File: config.mk
export PLATFORM = sky130hd
export DESIGN_NAME = rtcit_timer
export DESIGN_NICKNAME = d
export VERILOG_FILES = /design/src/rtcit_pkg.sv /design/src/rtcit_timer.sv
export SDC_FILE = /design/constraint.sdc
export NUM_CORES = 1
export LEC_CHECK = 0
export ABC_AREA = 1
export BUFFER_PORTS_ARGS = -buffer_cell sky130_fd_sc_hd__buf_2
export CAP_MARGIN = 30
export CORE_MARGIN = 5
export CORE_UTILIZATION = 50
export DETAILED_ROUTE_END_ITERATION = 16
export PLACE_DENSITY = 0.8
export SKIP_CTS_REPAIR_TIMING = 1
export SLEW_MARGIN = 10
export SYNTH_ARGS = -nofsm -noshare
export SYNTH_HDL_FRONTEND = slang
export SYNTH_SLANG_ARGS = --single-unit
File: constraint.sdc
create_clock -name core_clk_i -period 1.43 [get_ports core_clk_i]
set_input_delay 0.2145 -clock core_clk_i [delete_from_list [all_inputs] [get_ports core_clk_i]]
set_output_delay 0.2145 -clock core_clk_i [all_outputs]
set_load 0.005 [all_outputs]
File: src/rtcit_pkg.sv
// Package with register map, field layout, reset values and modes of the interval timer
package rtcit_pkg;

    // ------------------------------------------------------------------
    // Register byte addresses
    // ------------------------------------------------------------------
    localparam logic [7:0]  ADDR_CTRL    = 8'h00;
    localparam logic [7:0]  ADDR_COUNT   = 8'h04;
    localparam logic [7:0]  ADDR_PERIOD  = 8'h08;
    localparam logic [7:0]  ADDR_STATUS  = 8'h0c;
    localparam logic [7:0]  ADDR_MASK    = 8'h10;

    // ------------------------------------------------------------------
    // Control register field positions
    // ------------------------------------------------------------------
    localparam int          BIT_RUN      = 15;
    localparam int          BIT_SIDL     = 13;
    localparam int          BIT_GATE     = 6;
    localparam int          BIT_PRE_HI   = 5;
    localparam int          BIT_PRE_LO   = 4;
    localparam int          BIT_SYNC     = 2;
    localparam int          BIT_SRC      = 1;

    // ------------------------------------------------------------------
    // Status and mask bit positions
    // ------------------------------------------------------------------
    localparam int          EVT_MATCH    = 0;
    localparam int          EVT_GFALL    = 1;
    localparam int          EVT_W        = 2;

    // ------------------------------------------------------------------
    // Reset values and prescaler terminal counts (divide minus one)
    // ------------------------------------------------------------------
    localparam logic [15:0] PERIOD_RST   = 16'hffff;
    localparam logic [7:0]  PRE_TERM_1   = 8'h00;
    localparam logic [7:0]  PRE_TERM_8   = 8'h07;
    localparam logic [7:0]  PRE_TERM_64  = 8'h3f;
    localparam logic [7:0]  PRE_TERM_256 = 8'hff;

    // Operating modes decoded from the control bits
    typedef enum logic [1:0] {
        MODE_TIMER,
        MODE_GATED,
        MODE_SYNC_CNT,
        MODE_ASYNC_CNT
    } rtcit_mode_t;

endpackage : rtcit_pkg

File: src/rtcit_timer.sv
// 16-bit interval timer with prescaler, gate, external count pin and APB registers
//
// The APB interface to the registers and the address map are this design's own decisions.
`timescale 1ns/1ns
// ----------------------------------------------------------------------
// What this block does
// - A single 16-bit up counter serves as real-time-clock counter or interval timer/counter.
// - Source select, gate and sync bits pick timer, gated, sync counter or async counter mode.
// - Timer and gated modes count the cycle clock; both counter modes count the external pin.
// - Source select sits at control bit 1, sync at bit 2 and gate enable at bit 6.
// - The run bit at position 15 starts the counter when 1 and stops it when 0.
// - With stop-in-idle at bit 13 set the timer halts in idle, otherwise it keeps running.
// - Gate enable at bit 6 enables gated accumulation with the internal clock, ignored otherwise.
// - Prescale field bits 5-4 divides by 256, 64, 8 or 1 for codes 11, 10, 01, 00.
// - With the external source, sync bit 1 adds a resync flop after the prescaler, 0 skips it; the pin is always two-flop synced.
// - Source select 1 counts rising pin edges, 0 counts the internal cycle clock.
// - Resynchronisation of the external clock is applied to the prescaler output.
// - The timer may run from the low-power secondary crystal on the pin to keep real time.
// - Control bits 14, 12-7, 3 and 0 read as zero and ignore writes.
// ----------------------------------------------------------------------
module rtcit_timer
    import rtcit_pkg::*;
(
    input  wire logic        core_clk_i,
    input  wire logic        rst_b_i,
    input  wire logic        psel_i,
    input  wire logic        penable_i,
    input  wire logic        pwrite_i,
    input  wire logic [7:0]  paddr_i,
    input  wire logic [31:0] pwdata_i,
    output logic      [31:0] prdata_o,
    output logic             pready_o,
    output logic             pslverr_o,
    input  wire logic        idle_i,
    input  wire logic        external_count_pin_i,
    input  wire logic        gate_pin_i,
    output logic      [15:0] count_o,
    output logic             irq_o
);

    // ------------------------------------------------------------------
    // State
    // ------------------------------------------------------------------
    typedef struct packed {
        logic        run_bit;
        logic        stop_in_idle_bit;
        logic        gate_enable_bit;
        logic [1:0]  prescale_select;
        logic        external_sync_bit;
        logic        clock_source_select;
        logic [15:0] count;
        logic [15:0] period;
        logic [7:0]  pre_cnt;
        logic [EVT_W-1:0] status;
        logic [EVT_W-1:0] mask;
        logic        pin_meta;
        logic        pin_sync;
        logic        pin_prev;
        logic        gate_meta;
        logic        gate_sync;
        logic        gate_prev;
        logic        resync;
        logic [31:0] rdata;
    } rtcit_state_t;

    rtcit_state_t st;
    rtcit_state_t next_st;

    logic        acc_wr;
    logic        setup_rd;
    logic        mapped;
    logic        running;
    logic        src_tick;
    logic        pre_tick;
    logic        cnt_tick;
    logic        gate_fall;
    logic [7:0]  pre_term;
    logic [15:0] ctrl_view;
    rtcit_mode_t mode;

    // ------------------------------------------------------------------
    // Mode decode and control view
    // ------------------------------------------------------------------
    // Gate is a don't-care with the pin source, sync with the internal one
    always_comb begin
        if (!st.clock_source_select) begin
            mode = st.gate_enable_bit ? MODE_GATED : MODE_TIMER;
        end else begin
            mode = st.external_sync_bit ? MODE_SYNC_CNT : MODE_ASYNC_CNT;
        end
    end

    // Unused positions are never stored, so they always read as zero
    always_comb begin
        ctrl_view           = 16'h0000;
        ctrl_view[BIT_RUN]  = st.run_bit;
        ctrl_view[BIT_SIDL] = st.stop_in_idle_bit;
        ctrl_view[BIT_GATE] = st.gate_enable_bit;
        ctrl_view[BIT_PRE_HI:BIT_PRE_LO] = st.prescale_select;
        ctrl_view[BIT_SYNC] = st.external_sync_bit;
        ctrl_view[BIT_SRC]  = st.clock_source_select;
    end

    // ------------------------------------------------------------------
    // Count path: source, prescaler, optional resync
    // ------------------------------------------------------------------
    // Prescale terminal count per select code
    always_comb begin
        case (st.prescale_select)
            2'b11:   pre_term = PRE_TERM_256;
            2'b10:   pre_term = PRE_TERM_64;
            2'b01:   pre_term = PRE_TERM_8;
            default: pre_term = PRE_TERM_1;
        endcase
    end

    // Idle only halts the timer when software asked for it
    assign running = st.run_bit && !(st.stop_in_idle_bit && idle_i);

    // Timer mode ticks every cycle, gated mode while the synchronised gate is high; pin source
    // ticks on a rising edge. The pin always passes two flops first, so a slow crystal on it needs no special path.
    always_comb begin
        case (mode)
            MODE_TIMER:  src_tick = 1'b1;
            MODE_GATED:  src_tick = st.gate_sync;
            default:     src_tick = st.pin_sync && !st.pin_prev;
        endcase
    end

    assign pre_tick = running && src_tick && (st.pre_cnt == pre_term);

    // Sync mode adds one flop on the prescaler output; async uses it directly
    assign cnt_tick = (mode == MODE_SYNC_CNT) ? st.resync : pre_tick;

    assign gate_fall = (mode == MODE_GATED) && running
                       && st.gate_prev && !st.gate_sync;

    // ------------------------------------------------------------------
    // APB decode
    // ------------------------------------------------------------------
    // Zero-wait slave: read data is captured in the setup cycle
    assign acc_wr   = psel_i && penable_i && pwrite_i;
    assign setup_rd = psel_i && !penable_i && !pwrite_i;

    always_comb begin
        if (paddr_i == ADDR_CTRL) begin
            mapped = 1'b1;
        end else if (paddr_i == ADDR_COUNT) begin
            mapped = 1'b1;
        end else if (paddr_i == ADDR_PERIOD) begin
            mapped = 1'b1;
        end else if (paddr_i == ADDR_STATUS) begin
            mapped = 1'b1;
        end else if (paddr_i == ADDR_MASK) begin
            mapped = 1'b1;
        end else begin
            mapped = 1'b0;
        end
    end

    assign pready_o  = 1'b1;
    assign pslverr_o = psel_i && penable_i && !mapped;
    assign prdata_o  = st.rdata;
    assign count_o   = st.count;
    assign irq_o     = |(st.status & st.mask);

    // ------------------------------------------------------------------
    // Next state
    // ------------------------------------------------------------------
    always_comb begin
        next_st = st;

        // Two-flop synchronisers; the first stage feeds only the second
        next_st.pin_meta  = external_count_pin_i;
        next_st.pin_sync  = st.pin_meta;
        next_st.pin_prev  = st.pin_sync;
        next_st.gate_meta = gate_pin_i;
        next_st.gate_sync = st.gate_meta;
        next_st.gate_prev = st.gate_sync;

        // Prescaler only advances on source ticks while running
        if (!running) begin
            next_st.pre_cnt = 8'h00;
        end else if (src_tick) begin
            next_st.pre_cnt = pre_tick ? 8'h00 : st.pre_cnt + 8'h01;
        end
        next_st.resync = pre_tick && (mode == MODE_SYNC_CNT);

        // Counter with period wrap
        if (cnt_tick) begin
            if (st.count == st.period) begin
                next_st.count = 16'h0000;
            end else begin
                next_st.count = st.count + 16'h0001;
            end
        end

        // Read capture in setup phase
        if (setup_rd) begin
            if (paddr_i == ADDR_CTRL) begin
                next_st.rdata = {16'h0000, ctrl_view};
            end else if (paddr_i == ADDR_COUNT) begin
                next_st.rdata = {16'h0000, st.count};
            end else if (paddr_i == ADDR_PERIOD) begin
                next_st.rdata = {16'h0000, st.period};
            end else if (paddr_i == ADDR_STATUS) begin
                next_st.rdata = {30'h0, st.status};
            end else if (paddr_i == ADDR_MASK) begin
                next_st.rdata = {30'h0, st.mask};
            end else begin
                next_st.rdata = 32'h00000000;
            end
        end

        // Writes take effect at the access edge; a count write beats a tick
        if (acc_wr) begin
            if (paddr_i == ADDR_CTRL) begin
                next_st.run_bit             = pwdata_i[BIT_RUN];
                next_st.stop_in_idle_bit    = pwdata_i[BIT_SIDL];
                next_st.gate_enable_bit     = pwdata_i[BIT_GATE];
                next_st.prescale_select     = pwdata_i[BIT_PRE_HI:BIT_PRE_LO];
                next_st.external_sync_bit   = pwdata_i[BIT_SYNC];
                next_st.clock_source_select = pwdata_i[BIT_SRC];
            end else if (paddr_i == ADDR_COUNT) begin
                next_st.count = pwdata_i[15:0];
            end else if (paddr_i == ADDR_PERIOD) begin
                next_st.period = pwdata_i[15:0];
            end else if (paddr_i == ADDR_STATUS) begin
                next_st.status = st.status & ~pwdata_i[EVT_W-1:0];
            end else if (paddr_i == ADDR_MASK) begin
                next_st.mask = pwdata_i[EVT_W-1:0];
            end
        end

        // Events are set after the clear so a same-cycle event is never lost
        if (cnt_tick && (st.count == st.period)) begin
            next_st.status[EVT_MATCH] = 1'b1;
        end
        if (gate_fall) begin
            next_st.status[EVT_GFALL] = 1'b1;
        end
    end

    // ------------------------------------------------------------------
    // State register
    // ------------------------------------------------------------------
    always_ff @(posedge core_clk_i or negedge rst_b_i) begin
        if (!rst_b_i) begin
            st        <= '0;
            st.period <= PERIOD_RST;
        end else begin
            st <= next_st;
        end
    end

    // ------------------------------------------------------------------
    // Assertions
    // ------------------------------------------------------------------
    stopped_hold_a: assert property (
        @(posedge core_clk_i) disable iff (!rst_b_i)
        (!st.run_bit && !acc_wr && !st.resync) |=> $stable(st.count))
        else $error("count moved while stopped");

    idle_halt_a: assert property (
        @(posedge core_clk_i) disable iff (!rst_b_i)
        (st.stop_in_idle_bit && idle_i) |-> !pre_tick)
        else $error("prescaler ticked in idle with stop-in-idle set");

    gate_block_a: assert property (
        @(posedge core_clk_i) disable iff (!rst_b_i)
        (!st.clock_source_select && st.gate_enable_bit && !st.gate_sync) |-> !pre_tick)
        else $error("gated timer ticked with gate low");

    reserved_zero_a: assert property (
        @(posedge core_clk_i) disable iff (!rst_b_i)
        (setup_rd && paddr_i == ADDR_CTRL) |=> (st.rdata & 32'hffff5f89) == 32'h00000000)
        else $error("unused control bits read nonzero");

    prescale_term_a: assert property (
        @(posedge core_clk_i) disable iff (!rst_b_i)
        (running && st.prescale_select == 2'b01 && src_tick && st.pre_cnt == 8'h07
         && !acc_wr) |=> st.pre_cnt == 8'h00)
        else $error("divide by 8 did not wrap at seven");

    sync_delay_a: assert property (
        @(posedge core_clk_i) disable iff (!rst_b_i)
        (pre_tick && mode == MODE_SYNC_CNT) |=> st.resync)
        else $error("resync stage missed a prescaler tick");

    timer_step_a: assert property (
        @(posedge core_clk_i) disable iff (!rst_b_i)
        (mode == MODE_TIMER && running && st.prescale_select == 2'b00 && !acc_wr
         && st.count != st.period) |=> st.count == $past(st.count) + 16'h0001)
        else $error("timer mode did not count every cycle at 1:1");

    match_wrap_a: assert property (
        @(posedge core_clk_i) disable iff (!rst_b_i)
        (cnt_tick && st.count == st.period && !acc_wr)
        |=> (st.count == 16'h0000) && st.status[EVT_MATCH] && irq_o == st.mask[EVT_MATCH])
        else $error("period match did not wrap and flag");

    gate_event_a: assert property (
        @(posedge core_clk_i) disable iff (!rst_b_i)
        gate_fall |=> st.status[EVT_GFALL])
        else $error("gate fall did not set its flag");

endmodule : rtcit_timer

==> results_dict.tcl, run 1 <==
set metrics [dict create \
    setup_ws_ps -431 \
    path_class "flop to flop" \
    syn_avg_cell_area_um2 7.57 \
    diodes 0 \
    ys_types 44 \
    startpoint_type "flop" \
    drc 0 \
    crit_fanout 7 \
    hp-class "input pin to flop" \
    cts_root_buf "clkbuf_8" \
    nets 805 \
    vias_per_cell 5.53 \
    grt_first_pass_wirelength_um 20600 \
    track_usage_pct 22.7 \
    drt-initial-drc-count 566 \
    cellLeakagePower_uw 0.00316 \
    core_mm2 0.00876 \
    syn_to_final_growth_pct 34.5 \
    rsz0062_at_grt "true" \
    ys_seq_area_share_pct 41.4 \
    ys_ff_latch 74 \
    use_met2_pct 37.4 \
    gp_congestion 0.960 \
    synth_area_mm2 0.00452 \
    grt_overflow 0 \
    synthTopCellsByArea "dfrtp_1 (32%), nand2_1 (14%), dfstp_2 (9.3%)" \
    nFillCells 628 \
    io_pins 99 \
    synth-edff-count 0 \
    syn-instance-count 597 \
    die-area_mm2 0.0110 \
    final_layout_size_suffix_gt1_share_pct 38.6 \
    crit_arrival_ps 2150 \
    htreeDepth 3 \
    grt_max_degree 58 \
    insertion_delay_ps 360 \
    numCtsBuffers 9 \
    die_x_um 105 \
    synth-async-reset-ratio_pct 100 \
    period_needed_ps 1860 \
    grt_pass1_vias 4381 \
    clockBufferDepth 2 \
    yosys_warnings 0 \
    hold_viol 0 \
    required_ps 1720 \
    slew_violations 0 \
    total_power_uw 4550 \
    grtUsageMet1_pct 29.5 \
    fin_util_pct 69.4 \
    max-vdd-ir-drop_mv 0.549 \
    endpoint_kind "flop" \
    post-route-period-util_pct 130 \
    use_met3_pct 5.24 \
    dr.pass1.iters 6 \
    synth_top_area_share_pct 32.1 \
    antenna_found_initial 0 \
    routedWlPerCell_um 16.5 \
    dpl.hpwl_um 9650 \
    rows 34 \
    num_vias 4791 \
    synth_largest_area_cell "dfrtp_1" \
    die_h_um 105 \
    cts_tree "done" \
    fin_cells 867 \
    ys.flop_type "dfrtp_1" \
    clkTransAtPathRegs_ps 80 \
    io_buffers 65 \
    clock_skew_ps 10.5 \
    drtAntennaViolNets 0 \
    clock-sinks 74 \
    powerDensity_mw_per_mm2 748 \
    dp_slack_ps -269 \
    place_inst 836 \
    drt_wl_total_um 14300 \
    fmax_mhz 537 \
    maxCapViolations 0 \
    grt-busiest-layer "met2" \
    status "finished, violations left" \
    violations "negative setup slack" \
    fin_setup_tns_ps -5750 \
    setup_viol 25 \
    initial_utilization_pct 51.6 \
]
[registers in the layout (all words and copies together), names as in the netlist]
register,count
ctrl_view,7
st,31
next_st,4
count_o,16
prdata_o,16
[path summary, 6_finish.rpt]
path	startpoint	endpoint	slack, ps	cells past startpoint
min in group asynchronous	rst_b_i	ctrl_view[1]$_DFFE_PN0P_	380	3
worst min-delay path	pwdata_i[12]	count_o[12]$_DFF_PN0_	80	3
worst min register to register	next_st[37]$_DFF_PN0_	next_st[36]$_DFF_PN0_	350	0
worst max-delay path	ctrl_view[5]$_DFFE_PN0P_	count_o[13]$_DFF_PN0_	-430	13
worst max register to register	ctrl_view[5]$_DFFE_PN0P_	count_o[13]$_DFF_PN0_	-430	13
max in group asynchronous	rst_b_i	st[62]$_DFFE_PN1P_	710	3
[worst max-delay path, cell delays in order (launching register included)]
cell     delay [ps]
dfrtp_2         450
nor2_2          130
inv_1            60
nand2_1          70
nand2_2          70
nor2_4          140
nand4_4         140
nand2_8         150
buf_6           120
buf_6           100
nand4_1         130
nand2_1         140
nand2_1          60
nand2_1          50
[power breakdown]
part	total, uW	leakage [uW]	switching, uW	internal (uW)
sequential	2260	0.000875	67.3	2190
combinational	668	0.00218	361	306
clock	1620	0.0000962	782	841
total	4550	0.00316	1210	3340
[synthesized netlist by cell type (all sizes together), types with 2 or more instances]
cell type and n:
buf 60, inv 71, nand4 15, ha 2
o211ai 2, conb 2, nand2 170, o22ai 7
dfrtp 58, dfstp 16, o221ai 7, o21a 3
xor2 9, nor2 60, o21ai 40, nor3 2
xnor2 2, nand3 41, nor4 3, a21oi 16
[area by class of cell]
type                       instances  area [um2]  area share, %
clock inverter                     3        40.0          0.658
clock buffer                      12         145           2.39
timing repair buffer             192        1370           22.5
multi-input combinational        405        2230           36.7
tap                              108         135           2.22
sequential                        74        1880           30.8
inverter                          72         278           4.57
timing repair inverter             1        8.76          0.144
[layer usage]
layer / share of wire, % / routed length [um]
met4: 3.8 / 549
met2: 48 / 6870
met1: 39 / 5560
met5: 0 / 0
met3: 9.5 / 1370
[cells in the final DEF, fill, tap and decap left out, drive strengths merged, types with 3 or more instances in the layout]
master         n
o22ai          7
o21a           3
nor4           3
clkbuf        12
conb          17
a21oi         16
dlygate4sd3    3
buf          189
o21ai         40
dfstp         16
nand3         41
nand4         15
xor2           9
o221ai         7
dfrtp         58
nand2        170
nor2          60
inv           73
[through the flow]
| step | cell area, um2 | hold WS, ps |
|---|---|---|
| floorplan | 4590 | -81.1 |
| global placement | 5500 | 229 |
| detailed placement | 5500 | 235 |
| CTS | 5690 | -143 |
| global route | 6080 | 75.9 |
| finish | 6080 | 75.3 |
[cell families (layout without fill, tap and decap cells)]
group / after synthesis / after routing / share of synthesized area (%)
flops: 74 / 74 / 41.4
compound gates: 80 / 80 / 10.2
buf+inv: 133 / 280 / 15.8
simple gates: 294 / 294 / 29.5
fa+ha+maj: 2 / 2 / 0.553
xor+xnor: 11 / 11 / 2.13
mux: 1 / 1 / 0.249
other cells: 2 / 17 / 0.166
Power figures use the tool's default switching activity.
==> inputs of run 2 (changes only) <==
ABC_AREA = not set   (was 1)
CORE_UTILIZATION = 49   (was 50)
SKIP_LAST_GASP = 1   (was not set)
==> results_dict.tcl, run 2 <==
set metrics [dict create \
    nFillCells 594 \
    post-route-period-util_pct 156 \
    synth-async-reset-ratio_pct 100 \
    max-vdd-ir-drop_mv 0.518 \
    violations "negative setup slack" \
    synth_largest_area_cell "dfrtp_1" \
    top_register "st" \
    path_class "flop to flop" \
    fin_util_pct 67.8 \
    slew-limit-headroom_pct 57.4 \
    antenna_found_initial 0 \
    hold_viol 0 \
    clockBufferDepth 2 \
    hp-class "input pin to flop" \
    drc 0 \
    nets 602 \
    num_vias 3789 \
    ys_ff_latch 74 \
    cellLeakagePower_uw 0.00258 \
    synth_common_cells "dfrtp_1 (58), buf_4 (50), nand2_1 (50)" \
    initial_utilization_pct 50.7 \
    rows 33 \
    insertion_delay_ps 350 \
    final_common_cell "buf_4" \
    fin_cells 662 \
    htreeDepth 3 \
    numCtsBuffers 9 \
    dr.pass1.iters 6 \
    slew_violations 0 \
    syn-instance-count 427 \
    dpl.hpwl_um 8250 \
    cts_tree "done" \
    clock-sinks 74 \
    synth-edff-count 0 \
    seq_area_mm2 0.00187 \
    grt_max_degree 75 \
    setup_ws_ps -807 \
    dp_slack_ps -770 \
    die_h_um 103 \
    worst_pin_slew_ps 639 \
    routedWlPerCell_um 18.5 \
    cts_root_buf "clkbuf_8" \
    yosysMostFrequentCell "dfrtp_1" \
    die_x_um 103 \
    required_ps 1680 \
    vias_per_cell 5.72 \
    syn_to_final_growth_pct 33.9 \
    ys.flop_type "dfrtp_1" \
    crit_fanout 16 \
    endpoint_kind "flop" \
    final_layout_size_suffix_gt1_share_pct 47.2 \
    ys_seq_area_share_pct 44.5 \
    yosys_warnings 0 \
    setup_viol 69 \
    drtAntennaViolNets 0 \
    clock_skew_ps 10.9 \
    io_pins 99 \
    drt_wl_total_um 12200 \
    rsz0062_at_grt "true" \
    gp_congestion 0.925 \
    status "finished, violations left" \
    powerDensity_mw_per_mm2 786 \
    synth_area_mm2 0.00421 \
    maxCapViolations 0 \
    multi_input_area_mm2 0.00218 \
    drt-initial-drc-count 270 \
    diodes 0 \
    crit_arrival_ps 2480 \
    grt_pass1_vias 3601 \
    clkTransAtPathRegs_ps 90 \
    synthTopCellsByArea "dfrtp_1 (35%), dfstp_2 (10%), buf_4 (8.9%)" \
    track_usage_pct 21.8 \
    synth_top_area_share_pct 34.5 \
    largest_register_ffs 31 \
    die-area_mm2 0.0105 \
    io_buffers 65 \
    period_needed_ps 2240 \
    place_inst 636 \
    grt_overflow 0 \
    core_mm2 0.00830 \
    mostFrequentLayoutCells "buf_4 (79), buf_2 (64), dfrtp_1 (58)" \
    fmax_mhz 447 \
    ys_types 52 \
    startpoint_type "flop" \
    grt_first_pass_wirelength_um 17700 \
    syn_avg_cell_area_um2 9.85 \
]
## run 2: per-stage QoR
| stage | TNS, ps | power, uW | hold WS [ps] | area [um2] |
|---|---|---|---|---|
| floorplan | -30660 | 2490 | -81.1 | 4390 |
| global placement | -37770 | 2690 | 272 | 5130 |
| detailed placement | -40620 | 2710 | 273 | 5130 |
| CTS | -25420 | 4380 | -109 | 5330 |
| global route | -30880 | 4590 | 82.4 | 5630 |
| finish | -26030 | 4430 | 99.8 | 5630 |
## run 2: area by class of cell
| cell class | instances | area share [%] |
|---|---|---|
| clock buffer | 10 | 2.44 |
| clock inverter | 6 | 1.16 |
| inverter | 2 | 0.133 |
| multi-input combinational | 298 | 38.7 |
| sequential | 74 | 33.2 |
| tap | 105 | 2.33 |
| timing repair buffer | 167 | 22.0 |
## run 2: cells by family after synthesis
logic type / Yosys count / synth area share, %
flip-flops: 74 / 44.5
buffers and inverters: 70 / 11.2
AO/OA/AOI/OAI: 94 / 14.3
XOR/XNOR: 24 / 5.00
AND/OR/NAND/NOR: 134 / 17.1
adder cells (fa/ha/maj): 2 / 0.595
multiplexers: 27 / 7.20
other: 2 / 0.179
## run 2: worst paths after layout
kind | from | to | slack (ps) | cells past startpoint
worst max-delay path | st[44]$_DFFE_PN0P_ | count_o[9]$_DFF_PN0_ | -810 | 8
worst min-delay path | pwdata_i[9] | count_o[9]$_DFF_PN0_ | 100 | 3
worst max register to register | st[44]$_DFFE_PN0P_ | count_o[9]$_DFF_PN0_ | -810 | 8
worst min register to register | next_st[34]$_DFF_PN0_ | next_st[33]$_DFF_PN0_ | 350 | 0
max in group asynchronous | rst_b_i | st[63]$_DFFE_PN1P_ | 640 | 3
min in group asynchronous | rst_b_i | prdata_o[7]$_DFFE_PN0P_ | 410 | 3
## run 2: where the power goes
part / internal, uW / total [uW] / switching (uW)
Sequential: 2150 / 2180 / 34.7
Clock: 857 / 1690 / 833
Combinational: 245 / 555 / 310
## run 2: metal layers
layer  share of wire [%]  wire length, um  vias to the layer above  GRT usage (%)
li1                    -                -                     1700              -
met1                  39             4830                     1859           28.4
met2                  50             6080                      204           36.9
met3                 9.0             1100                       26           4.80
met4                 1.8              214                        0           5.55
met5                   0                0                        -              0
## run 2: critical path, stage by stage (launching register included)
cell      delay, ps
dfrtp_1         390
or4_1           520
o22ai_2         160
o211ai_2        110
o21a_1          210
buf_12          160
nor4b_4         310
xnor2_1         210
o21ai_2          70
==> inputs of run 3 (changes only) <==
BUFFER_PORTS_ARGS = not set   (was -buffer_cell sky130_fd_sc_hd__buf_2)
CORE_UTILIZATION = 50   (was 49)
DONT_BUFFER_PORTS = 1   (was not set)
PLACE_DENSITY = 0.71   (was 0.8)
==> results_dict.tcl, run 3 (synthesis gave the netlist of run 2 again) <==
set metrics [dict create \
    slew-limit-headroom_pct 54.9 \
    top_register "st" \
    dr.pass1.iters 5 \
    worst_pin_slew_ps 677 \
    period_needed_ps 2320 \
    fin_hold_ws_ps -446 \
    grt_max_degree 75 \
    syn_to_final_growth_pct 33.0 \
    cellLeakagePower_uw 0.00242 \
    required_ps 1660 \
    cts_tree "done" \
    final_layout_size_suffix_gt1_share_pct 41.6 \
    fin_setup_tns_ps -24780 \
    nFillCells 587 \
    antenna_found_initial 0 \
    numCtsBuffers 9 \
    grt_overflow 0 \
    routedWlPerCell_um 19.4 \
    vias_per_cell 5.68 \
    place_inst 569 \
    violations "negative hold slack, negative setup slack" \
    cts_root_buf "clkbuf_8" \
    seq_area_mm2 0.00187 \
    route.layer.met1.wl_um 4790 \
    dpl.hpwl_um 8000 \
    drt-initial-drc-count 348 \
    r2r-start "ctrl_view[4]$_DFFE_PN0P_" \
    setup_ws_ps -894 \
    setup_viol 69 \
    crit_arrival_ps 2550 \
    io_pins 99 \
    nets 557 \
    path_class "flop to flop" \
    hold_viol 74 \
    reg2reg_setup_slack_ps -890 \
    internal_power_uw 3520 \
    diodes 0 \
    seqPwrFrac_pct 47.2 \
    dr_wl_met3_um 1020 \
    die_h_um 102 \
    insertion_delay_ps 350 \
    fin_cells 617 \
    core_mm2 0.00822 \
    rsz0062_at_grt "true" \
    track_usage_pct 21.4 \
    gp_congestion 0.856 \
    slew_violations 0 \
    crit_fanout 14 \
    crit_start "ctrl_view[4]$_DFFE_PN0P_" \
    multi_input_area_mm2 0.00225 \
    drtAntennaViolNets 0 \
    hp-class "input pin to async pin" \
    routed.top_layer "met4" \
    drc 0 \
    fmax_mhz 430 \
    endpoint_kind "flop" \
    r2r-end "count_o[13]$_DFF_PN0_" \
    drt_wl_total_um 11900 \
    final_common_cell "buf_4" \
    startpoint_type "flop" \
    reg2reg_depth 8 \
    die_x_um 102 \
    htreeDepth 3 \
    grt_first_pass_wirelength_um 17100 \
    grt_pass1_vias 3356 \
    clock_skew_ps 9.47 \
    status "finished, violations left" \
    clockBufferDepth 2 \
    mostFrequentLayoutCells "buf_4 (85), dfrtp_1 (58), nand2_1 (46)" \
    initial_utilization_pct 51.2 \
    switching_share_pct 23.6 \
    clock-sinks 74 \
    max-vdd-ir-drop_mv 0.492 \
    maxCapViolations 0 \
    largest_register_ffs 31 \
    power.clock.fraction_pct 43.4 \
    comb_power_share_pct 9.3 \
    io_buffers 0 \
    die-area_mm2 0.0103 \
    num_vias 3506 \
    rows 33 \
    post-route-period-util_pct 162 \
    wl_met2_um 5910 \
    powerDensity_mw_per_mm2 824 \
    power_switching_uw 1090 \
    clkTransAtPathRegs_ps 80 \
]
run 3: worst max-delay path, stage by stage, from the launching register on:
cell and delay, ps:
dfrtp_1 380, or4_4 540, o22ai_4 180, o211ai_4 120, o21a_1 220, buf_12 160
nor3_1 320, xnor2_1 180, o21ai_1 80
run 3: final cells by class:
cell class              instances  share of cell area, %
multi-input cells             298                   40.3
flip-flops and latches         74                   33.5
repair buffers                122                   19.4
well taps                     105                   2.35
clock buffers                  10                   2.28
clock inverters                 6                   2.06
inverters                       2                  0.134
run 3: power groups by stage:
stage | combinational (uW) | sequential, uW | clock (uW)
final | 431 | 2180 | 2000
after global routing | 461 | 2180 | 2130
after CTS | 348 | 2180 | 2030
after detailed placement | 346 | 2220 | 0
after global placement | 334 | 2210 | 0
after floorplan | 259 | 2230 | 0
run 3: worst max path at each step:
stage / endpoint / slack (ps) / cells after the start
2_1_floorplan: count_o[11]$_DFF_PN0_ / -700 / 8
3_3_place_gp: count_o[6]$_DFF_PN0_ / -770 / 7
3_5_place_dp: count_o[6]$_DFF_PN0_ / -800 / 7
4_1_cts: count_o[6]$_DFF_PN0_ / -820 / 7
5_1_grt: count_o[13]$_DFF_PN0_ / -990 / 9
6_report: count_o[13]$_DFF_PN0_ / -890 / 8
run 3: per-layer routing:
| metal | GRT usage [%] | up-vias |
|---|---|---|
| met5 | 0 | - |
| met4 | 4.29 | 0 |
| met3 | 7.71 | 31 |
| met2 | 34.9 | 145 |
| met1 | 27.7 | 1717 |
| li1 | - | 1613 |
run 3: through the flow:
stage / instance area (um2) / setup WS (ps) / power (uW) / util (%) / hold WS [ps]
5_1_grt: 5590 / -992 / 4780 / 68.1 / -474
6_report: 5590 / -894 / 4610 / 68.1 / -446
3_5_place_dp: 4770 / -796 / 2560 / 58.0 / -78.8
4_1_cts: 5010 / -819 / 4550 / 61.0 / -457
2_1_floorplan: 4390 / -703 / 2490 / - / -81.1
3_3_place_gp: 4770 / -768 / 2550 / 58.0 / -78.0
